File: config.mk
export PLATFORM = sky130hd
export DESIGN_NAME = rtccs_regs
export DESIGN_NICKNAME = d
export VERILOG_FILES = /design/src/rtccs_regs.v
export VERILOG_INCLUDE_DIRS = /design/src /design/src/src
export SDC_FILE = /design/constraint.sdc
export NUM_CORES = 1
export LEC_CHECK = 0
export ABC_CLOCK_PERIOD_IN_PS = 2300
export BUFFER_PORTS_ARGS = -buffer_cell sky130_fd_sc_hd__buf_2
export CAP_MARGIN = 20
export CORE_UTILIZATION = 49
export CTS_CLUSTER_DIAMETER = 50
export DETAILED_ROUTE_END_ITERATION = 6
export PLACE_DENSITY = 0.78
export SLEW_MARGIN = 15
export SYNTH_ARGS = -nofsm -noshare
export SYNTH_HDL_FRONTEND = slang
export SYNTH_SLANG_ARGS = --single-unit
File: constraint.sdc
create_clock -name clk -period 2.3 [get_ports clk]
set_input_delay 0.23 -clock clk [delete_from_list [all_inputs] [get_ports clk]]
set_output_delay 0.23 -clock clk [all_outputs]
set_load 0.05 [all_outputs]
File: src/rtccs_map.vh
// Register offsets, field positions, reset values and timing counts for the
// clock control and status block. Definitions only; included by bare name.
`ifndef RTCCS_MAP_VH
`define RTCCS_MAP_VH

// ************************************************************
// Register byte offsets
// ************************************************************
`define RTCCS_CTRL_OFS      8'h00
`define RTCCS_STATUS_OFS    8'h04
`define RTCCS_KEY0_OFS      8'h08
`define RTCCS_KEY1_OFS      8'h0c

// ************************************************************
// Control fields
// ************************************************************
`define RTCCS_CTRL_ISO      7
`define RTCCS_CTRL_DIS      6
`define RTCCS_CTRL_LOAD     5
`define RTCCS_CTRL_H12      3
`define RTCCS_CTRL_COMP     2
`define RTCCS_CTRL_ROUND    1
`define RTCCS_CTRL_RUN      0
`define RTCCS_CTRL_RST      8'h00
`define RTCCS_CTRL_RDMASK   8'h6f

// ************************************************************
// Status fields
// ************************************************************
`define RTCCS_ST_ALARM      6
`define RTCCS_ST_DAY        5
`define RTCCS_ST_HOUR       4
`define RTCCS_ST_MIN        3
`define RTCCS_ST_SEC        2
`define RTCCS_ST_RUN        1
`define RTCCS_ST_BUSY       0
`define RTCCS_ST_RSVD       16'hff80

// ************************************************************
// Unlock keys (arbitrary values) and timing
// ************************************************************
`define RTCCS_KEY0_VAL      32'h1234_5678
`define RTCCS_KEY1_VAL      32'h9abc_def0
`define RTCCS_BUSY_NS       15000
`define RTCCS_CLK_NS        40
`define RTCCS_BUSY_CYC      ((`RTCCS_BUSY_NS + `RTCCS_CLK_NS - 1) / `RTCCS_CLK_NS)

`endif

File: src/rtccs_regs.v
// Control and status registers of the real-time clock, Avalon-MM slave.
// Assumes the time counter core sits outside, on inputs synchronous to clk;
// the 32 kHz reference arrives as a synchronous tick input.
//
// Chosen here: the Avalon-MM register port and the register addresses.
`timescale 1ns/1ps
`include "rtccs_map.vh"

module rtccs_regs #(
    parameter BUSY_CYC = `RTCCS_BUSY_CYC
) (
    // Clock and reset
    input  wire        clk,
    input  wire        rst,
    // Avalon-MM slave
    input  wire [7:0]  avsAddress,
    input  wire        avsRead,
    input  wire        avsWrite,
    input  wire [31:0] avsWriteData,
    input  wire [3:0]  avsByteEnable,
    output reg  [31:0] avsReadData,
    output reg         avsWaitRequest,
    output reg  [1:0]  avsResponse,
    // Time core
    input  wire        refTick,
    input  wire        updatePending,
    input  wire        updateActive,
    input  wire        timerEnable,
    input  wire        dayInc,
    input  wire        hourInc,
    input  wire        minuteInc,
    input  wire        secondInc,
    input  wire        alarmEvent,
    input  wire        timeRegRead,
    // Control outputs
    output reg         isolationEnable,
    output reg         refTickGated,
    output reg         subsecondCounterLoad,
    output reg         twelveHourSelect,
    output reg         autoDriftCorrection,
    output reg         minuteRounding,
    output reg         counterAdvance
);

    // ************************************************************
    // Register state
    // ************************************************************
    reg  [7:0]  ctrl_q;
    reg  [7:0]  ctrlSync1_q;
    reg  [7:0]  ctrlSync2_q;
    reg  [1:0]  keyOk_q;
    reg         alarmFlag_q;
    reg  [3:0]  rollFlags_q;
    reg  [13:0] busyCnt_q;
    reg         busy_q;
    reg         runStatus_q;
    reg         ack_q;

    // ************************************************************
    // Decode and packing helpers
    // ************************************************************
    // Full-word address compare; every register owns one word
    function addrIs;
        input [7:0] addr;
        input [7:0] ofs;
        begin
            addrIs = (addr == ofs);
        end
    endfunction

    // Key compare; the caller also demands all four byte lanes
    function keyMatch;
        input [31:0] data;
        input [31:0] key;
        begin
            keyMatch = (data == key);
        end
    endfunction

    // Reserved status bits read as one
    function [15:0] statusPack;
        input       alarm;
        input [3:0] roll;
        input       run;
        input       busy;
        begin
            statusPack = `RTCCS_ST_RSVD | {9'h000, alarm, roll, run, busy};
        end
    endfunction

    // Isolation enable and the spare bit always read back as zero
    function [31:0] ctrlReadback;
        input [7:0] ctrl;
        begin
            ctrlReadback = {24'h000000, ctrl & `RTCCS_CTRL_RDMASK};
        end
    endfunction

    // ************************************************************
    // Bus decode
    // ************************************************************
    wire        access   = (avsRead | avsWrite) & ~ack_q;
    wire        wrDo     = avsWrite & ~ack_q;
    wire        unlocked = &keyOk_q;
    wire        lane0    = avsByteEnable[0];
    wire        ctrlHit  = addrIs(avsAddress, `RTCCS_CTRL_OFS);
    wire        stHit    = addrIs(avsAddress, `RTCCS_STATUS_OFS);
    wire        key0Hit  = addrIs(avsAddress, `RTCCS_KEY0_OFS);
    wire        key1Hit  = addrIs(avsAddress, `RTCCS_KEY1_OFS);
    wire        mapped   = ctrlHit | stHit | key0Hit | key1Hit;
    // Locked writes are still answered, they just change nothing
    wire        ctrlWrOk = wrDo & ctrlHit & lane0 & unlocked;
    wire        stWrOk   = wrDo & stHit & lane0 & unlocked;
    wire [15:0] statusWord = statusPack(alarmFlag_q, rollFlags_q, runStatus_q, busy_q);

    // Read word, chosen before the answer edge registers it
    reg  [31:0] rdWord;
    always @* begin
        rdWord = 32'h0000_0000;
        if (ctrlHit)
            rdWord = ctrlReadback(ctrl_q);
        else if (stHit)
            rdWord = {16'h0000, statusWord};
    end

    // ************************************************************
    // Effective controls past the crossing
    // ************************************************************
    // Disable outranks load and run, so a parked module never moves
    wire        syncDis  = ctrlSync2_q[`RTCCS_CTRL_DIS];
    wire        syncRun  = ctrlSync2_q[`RTCCS_CTRL_RUN] & ~syncDis;
    wire        syncLoad = ctrlSync2_q[`RTCCS_CTRL_LOAD] & ~syncDis;

    // ************************************************************
    // Bus handshake: one wait cycle, answer on the second edge
    // ************************************************************
    always @(posedge clk) begin
        if (rst) begin
            ack_q          <= 1'b0;
            avsWaitRequest <= 1'b1;
            avsReadData    <= 32'h0000_0000;
            avsResponse    <= 2'h0;
        end else begin
            ack_q          <= access;
            avsWaitRequest <= ~access;
            avsResponse    <= (access & ~mapped) ? 2'h2 : 2'h0;
            if (access & avsRead)
                avsReadData <= rdWord;
        end
    end

    // ************************************************************
    // Unlock keys
    // ************************************************************
    always @(posedge clk) begin
        if (rst) begin
            keyOk_q <= 2'h0;
        end else if (wrDo && avsByteEnable == 4'hf) begin
            // A wrong key relocks; only whole-word writes count
            if (key0Hit)
                keyOk_q[0] <= keyMatch(avsWriteData, `RTCCS_KEY0_VAL);
            if (key1Hit)
                keyOk_q[1] <= keyMatch(avsWriteData, `RTCCS_KEY1_VAL);
        end
    end

    // ************************************************************
    // Control register
    // ************************************************************
    always @(posedge clk) begin
        if (rst) begin
            ctrl_q <= `RTCCS_CTRL_RST;
        end else begin
            // Write wins over the self-clear of minute rounding
            if (ctrlWrOk)
                ctrl_q <= avsWriteData[7:0] & 8'hef;
            else if (timeRegRead && ctrlSync2_q[`RTCCS_CTRL_ROUND])
                ctrl_q[`RTCCS_CTRL_ROUND] <= 1'b0;
        end
    end

    // Two-stage crossing toward the reference side
    always @(posedge clk) begin
        if (rst) begin
            ctrlSync1_q <= `RTCCS_CTRL_RST;
            ctrlSync2_q <= `RTCCS_CTRL_RST;
        end else begin
            ctrlSync1_q <= ctrl_q;
            ctrlSync2_q <= ctrlSync1_q;
        end
    end

    // ************************************************************
    // Power controls
    // ************************************************************
    // Isolation follows the written bit even though it never reads back
    always @(posedge clk) begin
        if (rst) begin
            isolationEnable <= 1'b0;
            refTickGated    <= 1'b0;
        end else begin
            isolationEnable <= ctrlSync2_q[`RTCCS_CTRL_ISO];
            refTickGated    <= refTick & ~syncDis;
        end
    end

    // ************************************************************
    // Time format and correction controls
    // ************************************************************
    always @(posedge clk) begin
        if (rst) begin
            twelveHourSelect    <= 1'b0;
            autoDriftCorrection <= 1'b0;
            minuteRounding      <= 1'b0;
        end else begin
            twelveHourSelect    <= ctrlSync2_q[`RTCCS_CTRL_H12];
            autoDriftCorrection <= ctrlSync2_q[`RTCCS_CTRL_COMP];
            minuteRounding      <= ctrlSync2_q[`RTCCS_CTRL_ROUND];
        end
    end

    // ************************************************************
    // Counting controls
    // ************************************************************
    // Load holds the sub-second count; the counter waits until it drops
    always @(posedge clk) begin
        if (rst) begin
            subsecondCounterLoad <= 1'b0;
            counterAdvance       <= 1'b0;
            runStatus_q          <= 1'b0;
        end else begin
            subsecondCounterLoad <= syncLoad;
            // Load and disable both hold time still
            counterAdvance       <= refTick & syncRun & ~syncLoad;
            runStatus_q          <= syncRun;
        end
    end

    // ************************************************************
    // Status flags
    // ************************************************************
    always @(posedge clk) begin
        if (rst) begin
            alarmFlag_q <= 1'b0;
        end else begin
            // Set wins over a same-cycle clear
            if (alarmEvent)
                alarmFlag_q <= 1'b1;
            else if (stWrOk && avsWriteData[`RTCCS_ST_ALARM])
                alarmFlag_q <= 1'b0;
        end
    end

    // ************************************************************
    // Rollover flags
    // ************************************************************
    // Reloaded at every update, so each flag reflects only the latest one
    always @(posedge clk) begin
        if (rst) begin
            rollFlags_q <= 4'h0;
        end else if (updateActive) begin
            rollFlags_q <= timerEnable ? {dayInc, hourInc, minuteInc, secondInc} : 4'h0;
        end
    end

    // ************************************************************
    // Busy flag
    // ************************************************************
    // Busy stays up for the guard time after the core warns of an update
    // The counter reloads for as long as the warning stands
    always @(posedge clk) begin
        if (rst) begin
            busyCnt_q <= 14'h0000;
            busy_q    <= 1'b0;
        end else begin
            if (updatePending | updateActive)
                busyCnt_q <= BUSY_CYC[13:0];
            else if (busyCnt_q != 14'h0000)
                busyCnt_q <= busyCnt_q - 14'h0001;
            busy_q <= updatePending | updateActive | (busyCnt_q != 14'h0000);
        end
    end

endmodule

==> results.cfg, run 1 <==
[sta]
final_hold_viol_count = 0
finalSetupViolCount = 0
finalCritPeriodShare_pct = 75.72
rsz0062_at_grt = false
timing.final.crit_period_ns = 1.742
fin_skew_ns = 0.008241
slew_violations = 0
max_clock_freq_mhz = 574.2
final.setup.tns_ns = 0

[clock_network]
htreeDepth = 3
post_cts_buffers = 0
cts_buffers = 9
cts_resized = 0
cts_max_path_buffers = 2
cts.hold.buffers_added = 0
cts_tree = built
clk_latency_ns = 0.34
cts_sinks = 62
clkTransAtPathRegs_ns = 0.07
clk_root_buffer_cell = clkbuf_8

[synth]
yosys.area_share.simple_pct = 27.98
synth_cells = 290
synthAdderAreaFrac_pct = 0.4587
yosysWarnings = 0
avgSynthCellArea_um2 = 9.406
synth-edff-count = 0
seq_area_frac_synth_pct = 45.50
synth_top_family_by_area = simple AND/OR/NAND/NOR gates
ys_ff_latch = 62
synth_compound_area_share_pct = 9.862
ys_async_sr_fraction_pct = 0
yosysUniqueCellTypes = 50
ys.flop_type = dfxtp_1
syn-cell-area_um2 = 2728
synth_mux_area_share_pct = 6.147
synth_xor_area_share_pct = 0.3211

[critical_path]
critPathCaptureType = flip-flop
crit_family = simple AND/OR/NAND/NOR gates
cp-start-kind = flip-flop
cp.arrival_ns = 1.99
critPathSlowestCell = or4_4
crit_chain = or4_4 -> nor2_1 -> nand2b_1 -> a311oi_1
crit_buf_inv = 0
slowest_delay_ns = 0.57
required_ns = 2.54
path_class = reg -> reg
crit_fanout = 7

[run]
maxCapViolations = 0

[run_status]
outcome = complete, no violations

[global_routing]
globalRouteTotalUtil_pct = 20.58
antenna_found_initial = 0
grt_max_degree = 32
grt_pass1_vias = 2108
grt_pass1_wl_um = 9404
overflow = 0

[routing]
post_drt_via_cell_ratio = 5.228
wire_per_inst_um = 13.06
drc = 0
num_vias = 2295
antenna_left = 0
drt-initial-drc-count = 95
wirelength_um = 5733
first_pass_iters = 4

[placement]
place_hpwl_um = 4222
globalplace.congestion = 0.9842
io_buffers = 82
dpl_cell_area_um2 = 3065

[floorplanning]
die_w_um = 76.61
num_io_pins = 100
std_cell_rows = 26
dieArea_um2 = 5869
coreArea_um2 = 5238
chipHeight_um = 76.61
initial_core_util_pct = 52.08

[worst_hold_path]
min_path_type = in -> reg

[cells_and_area]
final_common_cell = buf_2
finish.net_count = 423
drive_above_1_share_pct = 31.44
final_cell_area_um2 = 3241
final_cell_mix = buf_2, dfxtp_1, nor2_1
diodes = 0
areaGrowthSynthToFinish_pct = 18.81

[pwr]
p_leak_nw = 1.452
powerDensity_nw_per_um2 = 683.2
ir_drop_mv = 0.3619
==> area by class of cell <==
| cell class | count | area (µm²) |
|---|---|---|
| clock buffers | 11 | 141.4 |
| clock inverters | 5 | 33.78 |
| fillers | 452 | 1997 |
| inverters | 5 | 18.77 |
| multi-input cells | 201 | 1285 |
| flip-flops and latches | 62 | 1241 |
| well taps | 70 | 87.58 |
| repair buffers | 85 | 432.9 |
==> registers in the layout, summed over array words and instances (netlist names), 2 cells and up <==
register	count
busyCnt_q	14
keyOk_q	2
ctrlSync2_q	7
rollFlags_q	4
avsReadData	8
ctrl_q	7
ctrlSync1_q	7
==> Yosys cell counts, types with 2 or more instances <==
library cell,instances,area share (%)
inv_1,5,0.69
nor4_1,7,1.6
nor2_1,27,3.7
and3b_1,2,0.64
buf_4,25,6.9
o21ai_0,5,0.92
dfxtp_1,62,46
a22oi_1,7,1.9
nand4b_1,3,0.96
nor3_1,7,1.3
nand2_1,7,0.96
or2_2,4,0.92
and4b_1,2,0.73
mux2_2,6,2.5
and2_1,3,0.69
nand4_1,8,1.8
buf_2,3,0.55
nand3_1,6,1.1
clkbuf_2,2,0.37
mux2i_1,10,3.7
buf_1,2,0.28
clkbuf_1,6,0.83
a21oi_1,17,3.1
or3_1,7,1.6
nor2b_1,20,4.6
nor4b_1,2,0.64
or2_0,2,0.46
nor4bb_1,2,0.73
o211ai_1,2,0.55
nand3b_1,3,0.83
a211oi_1,2,0.55
nand2b_1,6,1.4
==> metrics by stage <==
stage          std cells  power, mW  setup WS [ns]  util [%]  hold WS (ns)
3_3_place_gp         423      1.379         0.4927     58.53        0.4177
4_1_cts              439      2.230         0.5659     61.87        0.1079
5_1_grt              439      2.306         0.4410     61.87        0.1195
6_report             439      2.214         0.5584     61.87        0.1200
2_1_floorplan        306      1.326         0.6827         -        0.3517
3_5_place_dp         423      1.384         0.5159     58.53        0.4234
==> power breakdown <==
group	switching (mW)	internal [mW]	leakage, nW
combinational	0.170	0.0805	0.863
clock	0.432	0.420	0.0857
sequential	0.0181	1.09	0.504
==> logic make-up after synthesis <==
| kind of cell | after synthesis |
|---|---|
| fa+ha+maj | 1 |
| flops | 62 |
| compound gates | 41 |
| other cells | 1 |
| buf+inv | 43 |
| simple gates | 125 |
| mux | 16 |
| xor+xnor | 1 |
==> worst reg2reg max path, stage by stage (launching register included) <==
cell and delay (ns):
dfxtp_1 0.35, or4_4 0.57, nor2_1 0.30, nand2b_1 0.12, a311oi_1 0.30
==> layer usage <==
| layer | global-route usage (%) | vias up | part of all wire (%) |
|---|---|---|---|
| met3 | 5.509 | 15 | 5.6 |
| met1 | 24.74 | 1057 | 44 |
| met5 | 0 | - | 0 |
| met4 | 10.96 | 0 | 2.8 |
| li1 | - | 1139 | - |
| met2 | 33.42 | 84 | 48 |
==> path summary, 6_finish.rpt <==
| path | cells past startpoint | slack (ns) | from | to |
|---|---|---|---|---|
| worst max-delay path | 4 | 0.56 | busyCnt_q[9] | busyCnt_q[1] |
| worst min-delay path | 3 | 0.12 | alarmEvent | alarmFlag_q |
| worst max register to register | 4 | 0.56 | busyCnt_q[9] | busyCnt_q[1] |
| worst min register to register | 1 | 0.44 | ctrlSync2_q[2] | autoDriftCorrection |
(Power assumes the default switching activity.)
==> run 2, diff against run 1 <==
Settings changed: ABC_CLOCK_PERIOD_IN_PS 2300 to 1500, CORE_UTILIZATION 49 to 44, PLACE_DENSITY 0.78 to 0.74.
Clock period 2.3 ns to 1.5 ns, I/O delays scaled along.
==> results.cfg, run 2 (synthesized netlist as in run 1, its figures left out) <==
[clock_network]
cts_sinks = 62
clk_root_buffer_cell = clkbuf_8
cts_tree = built
cts_max_path_buffers = 2
htreeDepth = 3
clk_latency_ns = 0.34
clkTransAtPathRegs_ns = 0.07
cts_buffers = 9

[floorplanning]
die_w_um = 80.74
std_cell_rows = 28
dieArea_um2 = 6518
num_io_pins = 100
chipHeight_um = 80.74
coreArea_um2 = 5956
initial_core_util_pct = 45.80

[cells_and_area]
final_common_cell = buf_2
areaGrowthSynthToFinish_pct = 27.29
finish.net_count = 445
drive_above_1_share_pct = 39.13
final_cell_mix = buf_2, dfxtp_1, nor2_1
regArea_um2 = 1246
fin_util_pct = 58.30
final_cell_area_um2 = 3472
largest_register = busyCnt_q
largest_reg_flops = 14
fillers = 527
top_regs = busyCnt_q: 14 flops, avsReadData: 8 flops
multi_input_area_um2 = 1338
diodes = 0

[critical_path]
crit_family = simple AND/OR/NAND/NOR gates
required_ns = 1.72
critPathCaptureType = flip-flop
crit_fanout = 4
cp-start-kind = flip-flop
path_class = reg -> reg
cp.arrival_ns = 1.80
critPathSlowestCell = or4_4
slowest_delay_ns = 0.55
crit_chain = or4_4 -> nor3_1 -> or3_1 -> a21oi_1
crit_buf_inv = 0

[placement]
dpl_cell_area_um2 = 3201
globalplace.congestion = 0.9059
place_hpwl_um = 4496
io_buffers = 82

[worst_hold_path]
min_path_type = in -> reg

[sta]
finalCritPeriodShare_pct = 105.2
fin_skew_ns = 0.008176
max_clock_freq_mhz = 633.8
timing.final.crit_period_ns = 1.578
slew_violations = 0
fin_ws_ns = -0.07775
final_hold_viol_count = 0
rsz0062_at_grt = true
finalSetupViolCount = 7

[pwr]
p_leak_nw = 1.570
ir_drop_mv = 0.5347
powerDensity_nw_per_um2 = 989.5

[run_status]
outcome = finished, violations left
failed_checks = negative setup slack

[global_routing]
globalRouteTotalUtil_pct = 19.58
overflow = 0
grt_pass1_vias = 2081
grt_max_degree = 43
antenna_found_initial = 0
grt_pass1_wl_um = 9466

[run]
maxCapViolations = 0

[routing]
num_vias = 2367
first_pass_iters = 4
wire_per_inst_um = 13.17
drt-initial-drc-count = 102
wirelength_um = 6136
antenna_left = 0
post_drt_via_cell_ratio = 5.079
drc = 0
## run 2: repair_timing
action                     4_1_cts  5_1_grt
resized for setup                8        8
setup endpoints to repair       12       19
pin swaps                        3        2
setup buffers                    0        5
hold buffers                     0        0
gates cloned                     0        0
## run 2: final timing paths
kind / start / to / slack, ns / cells past startpoint
max: busyCnt_q[11] / busyCnt_q[9] / -0.08 / 4
max reg2reg: busyCnt_q[11] / busyCnt_q[9] / -0.08 / 4
min reg2reg: ctrlSync2_q[3] / twelveHourSelect / 0.44 / 1
min: refTick / refTickGated / 0.03 / 2
## run 2: cell type report
| type | instances | area share (%) |
|---|---|---|
| repair buffers | 107 | 17.33 |
| inverters | 5 | 0.5405 |
| clock inverters | 7 | 1.441 |
| well taps | 75 | 2.703 |
| clock buffers | 9 | 3.568 |
| multi-input cells | 201 | 38.52 |
| flip-flops and latches | 62 | 35.89 |
## run 2: report_power, final
part,leakage (nW),internal (mW),switching [mW]
clock network,0.0816,0.600,0.687
registers,0.505,1.68,0.0233
logic,0.983,0.164,0.285
total,1.57,2.44,0.995
## run 2: layer usage
layer / GRT usage [%] / share of wire, %
met3: 5.169 / 4.8
met5: 0 / 0
met2: 30.76 / 47
met4: 10.18 / 2.2
met1: 24.65 / 46
## run 2: stage by stage
step           setup WS, ns  power [mW]  instances  TNS (ns)  hold slack [ns]
2_1_floorplan      -0.06923       2.034        306   -0.4077           0.2717
3_3_place_gp        -0.1333       2.150        445   -0.9436           0.3689
3_5_place_dp        -0.1839       2.159        445    -1.300           0.3797
4_1_cts            -0.06921       3.434        461   -0.3423          0.02761
5_1_grt             -0.1417       3.572        466   -0.9690          0.02346
6_report           -0.07775       3.436        466   -0.2688          0.03013
==> run 3, diff against run 2 <==
Settings changed: CORE_MARGIN set to 3.
==> results.cfg, run 3 (synthesized netlist as in run 1, its figures left out) <==
[run_status]
outcome = finished, violations left
failed_checks = negative setup slack

[global_routing]
overflow = 0
grt_max_degree = 29
globalRouteTotalUtil_pct = 17.50
grt_pass1_wl_um = 10050
grt_pass1_vias = 2252
antenna_found_initial = 0

[sta]
final_hold_viol_count = 0
max_clock_freq_mhz = 635.3
slew_violations = 0
finalSetupViolCount = 8
fin_skew_ns = 0.006961
whs_ns = 0.02236
timing.final.crit_period_ns = 1.574
final.setup.tns_ns = -0.4221
finalCritPeriodShare_pct = 104.9
fin_ws_ns = -0.07395
rsz0062_at_grt = true

[critical_path]
r2r_cells = 4
cp.arrival_ns = 1.85
required_ns = 1.78
cp-start-kind = flip-flop
crit_fanout = 6
path_class = reg -> reg
r2r_setup_slack_ns = -0.07
critPathCaptureType = flip-flop

[pwr]
comb_power_share_pct = 11.8
powerDensity_nw_per_um2 = 1082
p_int_mw = 2.799
p_leak_nw = 1.606
seqPwrFrac_pct = 44.4
ir_drop_mv = 0.6657
power.switching_mw = 1.026
p_sw_share_pct = 26.83
total_power_mw = 3.825
clkPwrFrac_pct = 43.9

[floorplanning]
num_io_pins = 100
coreArea_um2 = 5956
chipHeight_um = 84.74
die_w_um = 84.74
std_cell_rows = 28
initial_core_util_pct = 45.80
dieArea_um2 = 7180

[cells_and_area]
final_cell_mix = buf_2, dfxtp_1, buf_4
fin_util_pct = 59.35
diodes = 0
instances_no_fill = 468
drive_above_1_share_pct = 38.68
areaGrowthSynthToFinish_pct = 29.59
final_common_cell = buf_2
top_regs = busyCnt_q: 14 flops, avsReadData: 8 flops
fillers = 542
finish.net_count = 447
largest_reg_flops = 14
final_cell_area_um2 = 3535
largest_register = busyCnt_q

[routing]
drt-initial-drc-count = 107
post_drt_via_cell_ratio = 5.115
wl_met2_um = 2953
top_layer_used = met4
wirelength_um = 6249
wire_per_inst_um = 13.35
met3_length_um = 450
drc = 0
first_pass_iters = 4
num_vias = 2394
antenna_left = 0
wl_met1_um = 2751

[clock_network]
htreeDepth = 3
clk_root_buffer_cell = clkbuf_8
clk_latency_ns = 0.35
cts_buffers = 9
cts_max_path_buffers = 2
clkTransAtPathRegs_ns = 0.07
cts_sinks = 62
cts_tree = built
cts.hold.buffers_added = 0

[placement]
globalplace.congestion = 0.9166
place_ws_ns = -0.1867
place_hpwl_um = 4742
dp_cells = 449
io_buffers = 82
dpl_cell_area_um2 = 3231

[worst_hold_path]
holdPathStages = 2
min_path_type = in -> reg

[run]
maxCapViolations = 0
## run 3: worst max-delay path: stages, from the launching register on
cell,delay (ns)
dfxtp_2,0.32
or4_4,0.57
or2_4,0.30
o21ai_2,0.14
mux2i_1,0.18
## run 3: path summary, 6_finish.rpt
kind | end | start
worst min-delay path | refTickGated | refTick
worst min register to register | twelveHourSelect | ctrlSync2_q[3]
worst max register to register | busyCnt_q[3] | busyCnt_q[12]
worst max-delay path | busyCnt_q[3] | busyCnt_q[12]
## run 3: area by class of cell
| type | count | area [µm²] | area share [%] |
|---|---|---|---|
| Inverter | 5 | 18.77 | 0.5310 |
| Clock buffer | 9 | 123.9 | 3.504 |
| Tap cell | 75 | 93.84 | 2.655 |
| Multi-Input combinational cell | 201 | 1334 | 37.73 |
| Clock inverter | 7 | 105.1 | 2.973 |
| Timing Repair Buffer | 109 | 616.8 | 17.45 |
| Sequential cell | 62 | 1242 | 35.15 |
## run 3: power groups by stage
stage / clock, mW / sequential [mW] / combinational (mW)
6_report: 1.68 / 1.70 / 0.450
5_1_grt: 1.78 / 1.70 / 0.484
4_1_cts: 1.71 / 1.70 / 0.436
3_5_place_dp: 0 / 1.73 / 0.428
3_3_place_gp: 0 / 1.73 / 0.423
2_1_floorplan: 0 / 1.76 / 0.279
## run 3: timing repair
action / CTS / global route
endpoints found under the setup margin: 12 / 20
resized for setup: 5 / 8
setup buffers: 2 / 1
pin swaps: 4 / 2
## run 3: layer usage
layer / track usage, % / vias to the layer above
met5: 0 / -
met4: 6.043 / 0
met3: 5.299 / 9
met2: 28.83 / 93
met1: 21.74 / 1099
li1: - / 1193
